<file path="src/logic/interrupt_source_flags_params.svh">
// Register indices, field positions, reset values and timing counts for the interrupt flag block
`ifndef INTERRUPT_SOURCE_FLAGS_PARAMS_SVH
`define INTERRUPT_SOURCE_FLAGS_PARAMS_SVH

// Register indices; byte address is four times the index
`define IDX_PEND_6_1      18'h0_fe04
`define IDX_PEND_14_7     18'h0_fe05
`define IDX_PEND_20_15    18'h0_fe06
`define IDX_SERIAL_CTRL   18'h0_fe08
`define IDX_SERIAL_FLAGS  18'h0_fe09
`define IDX_CONV_CTRL     18'h0_fe0a
`define IDX_TB_CTRL       18'h0_fe0b
`define IDX_NET_ENABLES   18'h0_fe0c
`define IDX_NET_FLAGS     18'h0_fe0d
`define IDX_KBD_CTRL      18'h0_fe0e

// Serial control fields
`define SER_QUIET_EN      0
`define SER_OVERRUN_EN    1
`define SER_NOISE_EN      2
`define SER_FRAMING_EN    3
`define SER_PARITY_EN     4
`define SER_LONG_CHAR     5
// Serial flag fields
`define SER_QUIET_F       0
`define SER_OVERRUN_F     1
`define SER_NOISE_F       2
`define SER_FRAMING_F     3
`define SER_PARITY_F      4

// Timebase control fields
`define TB_RATE_LSB       0
`define TB_IRQ_EN         3
`define TB_ACK            4
`define TB_FLAG           5

// Network enable and flag fields (bits 2:0 are the transmit buffers)
`define NET_RXF           3
`define NET_WAKE          4
`define NET_OVR           5
`define NET_RWRN          6
`define NET_TWRN          7
`define NET_RPASS         8
`define NET_TPASS         9
`define NET_BOFF          10

// Counts and limits
`define QUIET_BITS_SHORT  4'h0_00a
`define QUIET_BITS_LONG   4'h0_00b
`define NET_WARN_LIMIT    9'h0_060
`define NET_PASSIVE_LIMIT 9'h0_07f
`define NET_BUSOFF_LIMIT  9'h0_0ff
`define TB_BASE_BITS      5'h0_03
`define RESET_BYTE        8'h0_0

`endif

</file>
<file path="src/logic/interrupt_source_flags_pkg.sv">
// Types shared by the interrupt flag block
package interrupt_source_flags_pkg;

    // Pending request vector, bit n is request n
    typedef logic [20:1] req_vec_t;

    // Bus answer sequencing
    typedef enum logic [0:0] {
        BUS_IDLE,
        BUS_ANSWER
    } bus_state_e;

endpackage : interrupt_source_flags_pkg

</file>
<file path="src/logic/interrupt_source_flags.sv">
// Interrupt source flag gathering, masking and pending status registers behind APB
//
// Notes on behaviour
// - Ten or eleven quiet bits set line-quiet flag
// - New character before read sets overrun flag
// - Noise on any sampled bit sets flag
// - Low stop bit sets framing error flag
// - Parity mismatch sets parity error flag
// - Enabled serial errors share one request
// - Any low keyboard pin latches request
// - Converter enable: request, no complete bit
// - Timebase rollover flag at selected rate, gated
// - Per-buffer transmit empty flags, gated requests
// - Good message received sets receive-full flag
// - Bus activity in sleep sets wake-up
// - Both buffers full plus reception: overrun
// - Receive errors reaching 96 set warning
// - Transmit errors reaching 96 set warning
// - Receive errors above 127 set passive
// - Transmit errors above 127 set passive
// - Transmit errors above 255 set bus-off
// - Request bits one to twenty mapped
// - Status bit shows request; first register's low two bits zero
// - Third register holds flags twenty to fifteen
`timescale 1ns/1ps
`default_nettype none
`include "interrupt_source_flags_params.svh"

module interrupt_source_flags #(
    parameter int ADDR_W   = 20,
    parameter int TB_WIDTH = 18
) (
    // Clock and reset
    input  wire logic                              mclk,
    input  wire logic                              reset_n,
    // APB slave
    input  wire logic                              psel,
    input  wire logic                              penable,
    input  wire logic                              pwrite,
    input  wire logic [ADDR_W-1:0]                 paddr,
    input  wire logic [31:0]                       pwdata,
    output logic      [31:0]                       prdata,
    output logic                                   pready,
    output logic                                   pslverr,
    // Requests from sources outside this block
    input  wire logic                              ext_pin_req,
    input  wire logic                              lock_change_req,
    input  wire logic [2:0]                        timer1_req,
    input  wire logic [2:0]                        timer2_req,
    input  wire logic [1:0]                        spi_req,
    input  wire logic                              serial_rx_full_req,
    input  wire logic                              serial_tx_req,
    // Serial receiver events
    input  wire logic                              rx_pin,
    input  wire logic                              rx_bit_strobe,
    input  wire logic                              rx_char_done,
    input  wire logic                              rx_data_read,
    input  wire logic                              rx_noise_seen,
    input  wire logic                              rx_stop_strobe,
    input  wire logic                              rx_parity_strobe,
    input  wire logic                              rx_parity_bit,
    input  wire logic                              rx_parity_expect,
    // Keyboard pins
    input  wire logic [7:0]                        keyboard_irq_pins,
    // Converter events
    input  wire logic                              conv_done,
    input  wire logic                              conv_data_read,
    // Network controller state
    input  wire logic [2:0]                        net_tx_buffer_empty,
    input  wire logic                              net_rx_msg_ok,
    input  wire logic                              net_sleep_mode,
    input  wire logic                              net_bus_activity,
    input  wire logic                              net_fg_valid,
    input  wire logic                              net_bg_valid,
    input  wire logic                              net_rx_msg_start,
    input  wire logic [7:0]                        net_rx_err_cnt,
    input  wire logic [8:0]                        net_tx_err_cnt,
    // Toward the processor core
    output interrupt_source_flags_pkg::req_vec_t   irq_req,
    output logic                                   conversion_complete_bit
);
    import interrupt_source_flags_pkg::*;

    ////////////////////////////////////////////////////////////////////////////
    // State
    bus_state_e  bus_q;
    logic [31:0] prdata_q;
    logic        pslverr_q;
    req_vec_t    pend_q;
    logic [5:0]  serial_ctrl_q;
    logic [4:0]  serial_flags_q;
    logic [3:0]  quiet_cnt_q;
    logic        rx_unread_q;
    logic        kbd_latch_q;
    logic        conv_en_q;
    logic        conv_irq_q;
    logic        conversion_complete_bit_q;
    logic [2:0]  tb_rate_q;
    logic        tb_en_q;
    logic        tb_flag_q;
    logic [TB_WIDTH-1:0] tb_cnt_q;
    logic [10:0] net_en_q;
    logic [10:3] net_flags_q;
    logic [8:0]  rx_err_prev_q;
    logic [8:0]  tx_err_prev_q;

    ////////////////////////////////////////////////////////////////////////////
    // APB decode; a write lands only on the edge that completes the access
    wire [ADDR_W-3:0] idx       = paddr[ADDR_W-1:2];
    wire hit_p1       = idx == `IDX_PEND_6_1;
    wire hit_p2       = idx == `IDX_PEND_14_7;
    wire hit_p3       = idx == `IDX_PEND_20_15;
    wire hit_sctrl    = idx == `IDX_SERIAL_CTRL;
    wire hit_sflags   = idx == `IDX_SERIAL_FLAGS;
    wire hit_conv     = idx == `IDX_CONV_CTRL;
    wire hit_tb       = idx == `IDX_TB_CTRL;
    wire hit_nen      = idx == `IDX_NET_ENABLES;
    wire hit_nflags   = idx == `IDX_NET_FLAGS;
    wire hit_kbd      = idx == `IDX_KBD_CTRL;
    wire hit_any      = hit_p1 | hit_p2 | hit_p3 | hit_sctrl | hit_sflags | hit_conv
                        | hit_tb | hit_nen | hit_nflags | hit_kbd;
    wire access_start = psel & penable & (bus_q == BUS_IDLE);
    wire access_done  = psel & penable & (bus_q == BUS_ANSWER);
    wire wr           = access_done & pwrite & ~pslverr_q;

    ////////////////////////////////////////////////////////////////////////////
    // Serial receiver flags; a set on the clearing cycle wins
    wire [3:0] quiet_limit = serial_ctrl_q[`SER_LONG_CHAR] ? `QUIET_BITS_LONG : `QUIET_BITS_SHORT;
    wire quiet_set   = rx_bit_strobe & rx_pin & (quiet_cnt_q == quiet_limit - 4'h0_001);
    wire overrun_set = rx_char_done & rx_unread_q & ~rx_data_read;
    wire framing_set = rx_stop_strobe & ~rx_pin;
    wire parity_set  = rx_parity_strobe & (rx_parity_bit != rx_parity_expect);
    wire [4:0] ser_set = {parity_set, framing_set, rx_noise_seen, overrun_set, quiet_set};
    wire [4:0] ser_clr = (wr & hit_sflags) ? pwdata[4:0] : 5'h0_0;
    wire [4:0] ser_flags_d = (serial_flags_q & ~ser_clr) | ser_set;
    wire serial_err_req = |(serial_flags_q[4:1] & serial_ctrl_q[4:1]);
    wire serial_quiet_req = serial_flags_q[`SER_QUIET_F] & serial_ctrl_q[`SER_QUIET_EN];

    // Consecutive high bits counted up to the limit, cleared by any low bit
    wire [3:0] quiet_cnt_d = ~rx_bit_strobe ? quiet_cnt_q
                           : ~rx_pin ? 4'h0_000
                           : (quiet_cnt_q == quiet_limit) ? quiet_cnt_q
                           : quiet_cnt_q + 4'h0_001;

    always_ff @(posedge mclk)
    begin
        if (!reset_n)
        begin
            serial_flags_q <= 5'h0_0;
            quiet_cnt_q    <= 4'h0_000;
            rx_unread_q    <= 1'b0;
        end
        else
        begin
            serial_flags_q <= ser_flags_d;
            quiet_cnt_q    <= quiet_cnt_d;
            rx_unread_q    <= rx_char_done | (rx_unread_q & ~rx_data_read);
        end
    end

    ////////////////////////////////////////////////////////////////////////////
    // Keyboard latch and converter; a fresh completion wins over a data read
    wire kbd_low   = ~&keyboard_irq_pins;
    wire kbd_clr   = wr & hit_kbd & pwdata[0];
    wire conv_irq_d = (conv_done & conv_en_q) | (conv_irq_q & ~conv_data_read);
    wire conversion_complete_bit_d     = (conv_done & ~conv_en_q) | (conversion_complete_bit_q & ~conv_data_read & ~conv_en_q);

    always_ff @(posedge mclk)
    begin
        if (!reset_n)
        begin
            kbd_latch_q <= 1'b0;
            conv_irq_q  <= 1'b0;
            conversion_complete_bit_q      <= 1'b0;
        end
        else
        begin
            kbd_latch_q <= kbd_low | (kbd_latch_q & ~kbd_clr);
            conv_irq_q  <= conv_irq_d;
            conversion_complete_bit_q      <= conversion_complete_bit_d;
        end
    end

    ////////////////////////////////////////////////////////////////////////////
    // Timebase; rollover period is two to the power of three plus twice the rate
    wire [4:0] tb_span  = `TB_BASE_BITS + {1'b0, tb_rate_q, 1'b0};
    wire [TB_WIDTH-1:0] tb_mask = ~({TB_WIDTH{1'b1}} << tb_span);
    wire tb_roll  = (tb_cnt_q & tb_mask) == tb_mask;
    wire tb_ack   = wr & hit_tb & pwdata[`TB_ACK];
    wire tb_req   = tb_flag_q & tb_en_q;

    always_ff @(posedge mclk)
    begin
        if (!reset_n)
        begin
            tb_cnt_q  <= '0;
            tb_flag_q <= 1'b0;
        end
        else
        begin
            tb_cnt_q  <= tb_cnt_q + 1'b1;
            tb_flag_q <= tb_roll | (tb_flag_q & ~tb_ack);
        end
    end

    ////////////////////////////////////////////////////////////////////////////
    // Network controller flags; error flags fire on crossing the limit
    wire [8:0] rx_err9   = {1'b0, net_rx_err_cnt};
    wire rwrn_set  = (rx_err9 >= `NET_WARN_LIMIT) & (rx_err_prev_q < `NET_WARN_LIMIT);
    wire twrn_set  = (net_tx_err_cnt >= `NET_WARN_LIMIT) & (tx_err_prev_q < `NET_WARN_LIMIT);
    wire rpass_set = (rx_err9 > `NET_PASSIVE_LIMIT) & (rx_err_prev_q <= `NET_PASSIVE_LIMIT);
    wire tpass_set = (net_tx_err_cnt > `NET_PASSIVE_LIMIT) & (tx_err_prev_q <= `NET_PASSIVE_LIMIT);
    wire boff_set  = (net_tx_err_cnt > `NET_BUSOFF_LIMIT) & (tx_err_prev_q <= `NET_BUSOFF_LIMIT);
    wire ovr_set   = net_fg_valid & net_bg_valid & net_rx_msg_start;
    wire wake_set  = net_sleep_mode & net_bus_activity;
    wire [10:3] net_set = {boff_set, tpass_set, rpass_set, twrn_set, rwrn_set, ovr_set, wake_set,
                           net_rx_msg_ok};
    wire [10:3] net_clr = (wr & hit_nflags) ? pwdata[10:3] : 8'h0_0;
    wire net_err_req  = |(net_flags_q[10:5] & net_en_q[10:5]);
    wire net_tx_req   = |(net_tx_buffer_empty & net_en_q[2:0]);
    wire net_rx_req   = net_flags_q[`NET_RXF] & net_en_q[`NET_RXF];
    wire net_wake_req = net_flags_q[`NET_WAKE] & net_en_q[`NET_WAKE];

    always_ff @(posedge mclk)
    begin
        if (!reset_n)
        begin
            net_flags_q   <= 8'h0_0;
            rx_err_prev_q <= 9'h0_000;
            tx_err_prev_q <= 9'h0_000;
        end
        else
        begin
            net_flags_q   <= (net_flags_q & ~net_clr) | net_set;
            rx_err_prev_q <= rx_err9;
            tx_err_prev_q <= net_tx_err_cnt;
        end
    end

    ////////////////////////////////////////////////////////////////////////////
    // Request vector in pending-bit order
    wire [20:1] req_d = {net_tx_req, net_rx_req, net_err_req, net_wake_req,
                         tb_req, conv_irq_q, kbd_latch_q,
                         serial_tx_req, serial_rx_full_req | serial_quiet_req, serial_err_req,
                         spi_req, timer2_req, timer1_req, lock_change_req, ext_pin_req};

    ////////////////////////////////////////////////////////////////////////////
    // Software-written control registers and the pending request register
    always_ff @(posedge mclk)
    begin
        if (!reset_n)
        begin
            serial_ctrl_q <= 6'h0_0;
            conv_en_q     <= 1'b0;
            tb_rate_q     <= 3'h0;
            tb_en_q       <= 1'b0;
            net_en_q      <= 11'h0_00;
            pend_q        <= '0;
        end
        else
        begin
            pend_q <= req_d;
            if (wr & hit_sctrl)
                serial_ctrl_q <= pwdata[5:0];
            if (wr & hit_conv)
                conv_en_q <= pwdata[0];
            if (wr & hit_tb)
            begin
                tb_rate_q <= pwdata[`TB_RATE_LSB +: 3];
                tb_en_q   <= pwdata[`TB_IRQ_EN];
            end
            if (wr & hit_nen)
                net_en_q <= pwdata[10:0];
        end
    end

    ////////////////////////////////////////////////////////////////////////////
    // Read mux; status registers ignore writes; the first shows its low two bits as zero, the third its top two
    wire [31:0] rd_p1 = {24'h0_000, pend_q[6:1], 2'b00};
    wire [31:0] rd_p2 = {24'h0_000, pend_q[14:7]};
    wire [31:0] rd_p3 = {24'h0_000, 2'b00, pend_q[20:15]};
    wire [31:0] rd_tb = {26'h0_000, tb_flag_q, 1'b0, tb_en_q, tb_rate_q};
    wire [31:0] rd_nf = {21'h0_0000, net_flags_q, net_tx_buffer_empty};
    wire [31:0] rd_data = hit_p1     ? rd_p1
                        : hit_p2     ? rd_p2
                        : hit_p3     ? rd_p3
                        : hit_sctrl  ? {26'h0_000, serial_ctrl_q}
                        : hit_sflags ? {27'h0_000, serial_flags_q}
                        : hit_conv   ? {30'h0_000, conversion_complete_bit_q, conv_en_q}
                        : hit_tb     ? rd_tb
                        : hit_nen    ? {21'h0_0000, net_en_q}
                        : hit_nflags ? rd_nf
                        : hit_kbd    ? {31'h0_000, kbd_latch_q}
                        : 32'h0_000;

    // Every access takes one wait state, which keeps all answers registered
    always_ff @(posedge mclk)
    begin
        if (!reset_n)
        begin
            bus_q     <= BUS_IDLE;
            prdata_q  <= 32'h0_000;
            pslverr_q <= 1'b0;
        end
        else if (access_start)
        begin
            bus_q     <= BUS_ANSWER;
            prdata_q  <= pwrite ? 32'h0_000 : rd_data;
            pslverr_q <= ~hit_any;
        end
        else
        begin
            bus_q     <= BUS_IDLE;
            pslverr_q <= 1'b0;
        end
    end

    assign prdata                  = prdata_q;
    assign pready                  = bus_q == BUS_ANSWER;
    assign pslverr                 = pslverr_q;
    assign irq_req                 = pend_q;
    assign conversion_complete_bit = conversion_complete_bit_q;
endmodule : interrupt_source_flags
`default_nettype wire

</file>
<file path="config.mk">
export PLATFORM = sky130hd
export DESIGN_NAME = interrupt_source_flags
export DESIGN_NICKNAME = d
export VERILOG_FILES = /design/src/logic/interrupt_source_flags_pkg.sv /design/src/logic/interrupt_source_flags.sv
export VERILOG_INCLUDE_DIRS = /design/src /design/src/logic
export SDC_FILE = /design/constraint.sdc
export NUM_CORES = 1
export LEC_CHECK = 0
export BUFFER_PORTS_ARGS = -buffer_cell sky130_fd_sc_hd__buf_2
export CAP_MARGIN = 5
export CORE_MARGIN = 2
export CORE_UTILIZATION = 41
export DETAILED_ROUTE_END_ITERATION = 8
export GPL_TIMING_DRIVEN = 0
export PLACE_DENSITY = 0.76
export SETUP_SLACK_MARGIN = 0.1
export SYNTH_ARGS = -nofsm -noshare
export SYNTH_HDL_FRONTEND = slang
export SYNTH_SLANG_ARGS = --single-unit
</file>
<file path="constraint.sdc">
create_clock -name mclk -period 2.9 [get_ports mclk]
set_input_delay 0.29 -clock mclk [delete_from_list [all_inputs] [get_ports mclk]]
set_output_delay 0.29 -clock mclk [all_outputs]
set_load 0.02 [all_outputs]
</file>
==> run_results.csv <==
group,metric,value,unit
final_layout,final_cells,856,
critical_path,crit_fanout,10,
clock_network,clkTransAtPathRegs,0.07,ns
routing,wl_per_cell,17.2,µm
clock_network,h-tree-depth,3,
logic_synthesis,avgSynthCellArea,8.69,µm²
logic_synthesis,synth-edff-count,0,
sta,fmax,441,MHz
global_routing,globalRouteTotalUtil,0.231,
floorplanning,io_pins,169,
sta,hold-worst-slack,0.148,ns
global_routing,grt-ovfl-total,0,
final_layout,diodes,0,
sta,rsz0062_at_grt,"no",
critical_path,endpoint_kind,"flip-flop",
sta,timing_hold_violations_final,0,
sta,drv_slew,0,
global_routing,grt_pass1_wl,23.4,mm
logic_synthesis,yosysUniqueCellTypes,72,
routing,finalWirelength,14.8,mm
routing,drtAntennaViolNets,0,
run_status,status,"complete, no violations",
critical_path,arrival,2.48,ns
power,cellLeakagePower,2.42,nW
global_routing,grt_start_max_net_pins,17,
clock_network,postCtsHoldBufs,0,
floorplanning,die_area,12900,µm²
sta,setup_viol,0,
routing,drc,0,
worst_hold_path,hold_path_class,"input pin to flip-flop",
critical_path,worst_setup_path_start_kind,"input pin",
clock_network,tritoncts.num_buffers,9,
floorplanning,core,11600,µm²
clock_network,clock_path_buffers,2,
clock_network,cts.repair.resized,0,
sta,slew_headroom,0.430,
logic_synthesis,netlist_area,4910,µm²
sta,tightestPinTransition,0.849,ns
routing,viasPerCell,5.51,
routing,first_pass_iters,5,
placement,dp_hpwl,11.5,mm
clock_network,worstSkewPairLatency,0.35,ns
floorplanning,die_y,113,µm
logic_synthesis,syn_inst,565,
floorplanning,start_util,0.425,
run,cap_violations,0,
power,p_per_area,492,nW/µm²
global_routing,grt_pass1_vias,4584,
placement,portBuffers,113,
final_layout,fillCellCount,1123,
sta,fin_crit,2.27,ns
final_layout,drive_above_1_share,0.238,
critical_path,critPathKind,"input pin to flip-flop",
floorplanning,die_w,113,µm
logic_synthesis,ys_ff_latch,102,
routing,initialDrtViolationCount,305,
critical_path,worstPathRequired,3.11,ns
logic_synthesis,synthArstFlopShare,0,
clock_network,cts_root_buffer,"clkbuf_16",
logic_synthesis,ys_seq_area_frac,0.416,
global_routing,antenna_found_initial,1,
clock_network,cts.sinks,102,
clock_network,cts_tree,"built",
sta,skew,0.0117,ns
routing,vias,4720,
floorplanning,num_rows,39,
final_layout,nNetsFinal,829,
logic_synthesis,yosysWarnings,0,
sta,fin_crit_sh,0.781,
power,vdd_ir_drop_max,0.000270,V
sta,tns,0,ns
placement,place_inst,841,
final_layout,syn_to_final_growth,22.6,%
logic_synthesis,ys.flop_type,"dfxtp_1",
clock_network,cts_setup_buffers,0,
placement,gp_congestion,0.879,
==> stage by stage <==
step / cell area (µm²) / util / total power, mW / worst slack [ns]
5_1_grt: 6020 / 0.521 / 3.05 / 0.417
3_3_place_gp: 5730 / 0.496 / 1.79 / 0.385
2_1_floorplan: 4990 / - / 1.66 / 0.960
4_1_cts: 6020 / 0.521 / 2.97 / 0.697
6_report: 6020 / 0.521 / 2.96 / 0.635
3_5_place_dp: 5730 / 0.496 / 1.79 / 0.348
==> layout make-up <==
| type | instances | area (µm²) | area share |
|---|---|---|---|
| plain buffers | 47 | 256 | 0.0426 |
| clock buffers | 10 | 229 | 0.0380 |
| clock inverters | 5 | 60.1 | 0.00998 |
| inverters | 18 | 67.6 | 0.0112 |
| multi-input cells | 418 | 2620 | 0.435 |
| flip-flops and latches | 102 | 2040 | 0.339 |
| well taps | 143 | 179 | 0.0297 |
| repair buffers | 113 | 566 | 0.0940 |
==> where the power goes <==
group	switching, mW	internal, mW	leakage (nW)
clock	0.530	0.668	0.139
sequential	0.0291	1.44	0.832
combinational	0.177	0.122	1.45
==> flip-flops by register name (all words and copies together) (netlist names) <==
name                     flops
net_en_q                    11
irq_req                     20
tb_flag_q                    1
prdata                      11
tb_rate_q                    3
serial_flags_q               5
conversion_complete_bit      1
serial_ctrl_q                6
rx_err_prev_q                3
tb_en_q                      1
conv_en_q                    1
quiet_cnt_q                  4
pslverr                      1
tb_cnt_q                    18
conv_irq_q                   1
tx_err_prev_q                4
rx_unread_q                  1
net_flags_q                  8
kbd_latch_q                  1
pready                       1
==> placed cells by master, fill, tap and decap left out, drive strengths merged, types with 7 or more instances in the layout <==
cell / netlist / layout
nor3: 18 / 18
dfxtp: 102 / 102
nor2: 46 / 46
o21ai: 22 / 22
a211oi: 8 / 8
nand2: 50 / 50
nand2b: 7 / 7
a21boi: 7 / 7
buf: 25 / 138
nand4: 11 / 11
mux2i: 15 / 15
xnor2: 9 / 9
nand3: 16 / 16
clkbuf: 22 / 32
and2: 24 / 24
a21oi: 41 / 41
and3: 7 / 7
conb: 1 / 21
inv: 18 / 19
nor4: 9 / 9
a22oi: 9 / 9
==> worst paths after layout <==
path	from	to	slack [ns]	cells after the start
max reg2reg	pready	net_en_q[3]	0.74	7
min reg2reg	tb_cnt_q[0]	tb_cnt_q[0]	0.46	1
max	paddr[2]	net_en_q[3]	0.63	8
min	timer2_req[2]	irq_req[7]	0.15	2
==> cells by family (layout without fill, tap and decap cells) <==
family	Yosys count	count (layout)	synth area share
buffers and inverters	65	193	0.0660
XOR/XNOR	15	15	0.0268
other	1	21	0.000764
AO/OA/AOI/OAI	139	139	0.194
adder cells (fa/ha/maj)	6	6	0.0153
AND/OR/NAND/NOR	219	219	0.244
flip-flops	102	102	0.416
multiplexers	18	18	0.0375
==> Yosys cell counts (9+ instances only) <==
cell type,n,area share
nor2_1,46,0.035
nor3_1,16,0.016
a22oi_1,9,0.014
mux2i_1,15,0.031
dfxtp_1,102,0.42
nand2_1,50,0.038
o21ai_0,21,0.021
buf_4,21,0.032
clkbuf_1,22,0.017
nand3_1,16,0.016
nand4_1,10,0.013
and2_1,24,0.031
inv_1,18,0.014
a21oi_1,41,0.042
xnor2_1,9,0.016
==> worst max-delay path, stage by stage <==
cell and delay (ns):
buf_2 0.11, clkbuf_1 0.24, nor2_1 0.40, nand2_1 0.33, or4_1 0.60, clkbuf_1 0.27, nand2_1 0.16, a21oi_1 0.07
==> per-layer routing <==
layer | vias up | routed length, µm | track usage
met3 | 18 | 1080 | 0.0526
met4 | 0 | 193 | 0.0683
met2 | 190 | 7300 | 0.415
met1 | 2217 | 6190 | 0.275
li1 | 2295 | - | -
met5 | - | 0 | 0
Power figures use the tool's default switching activity.
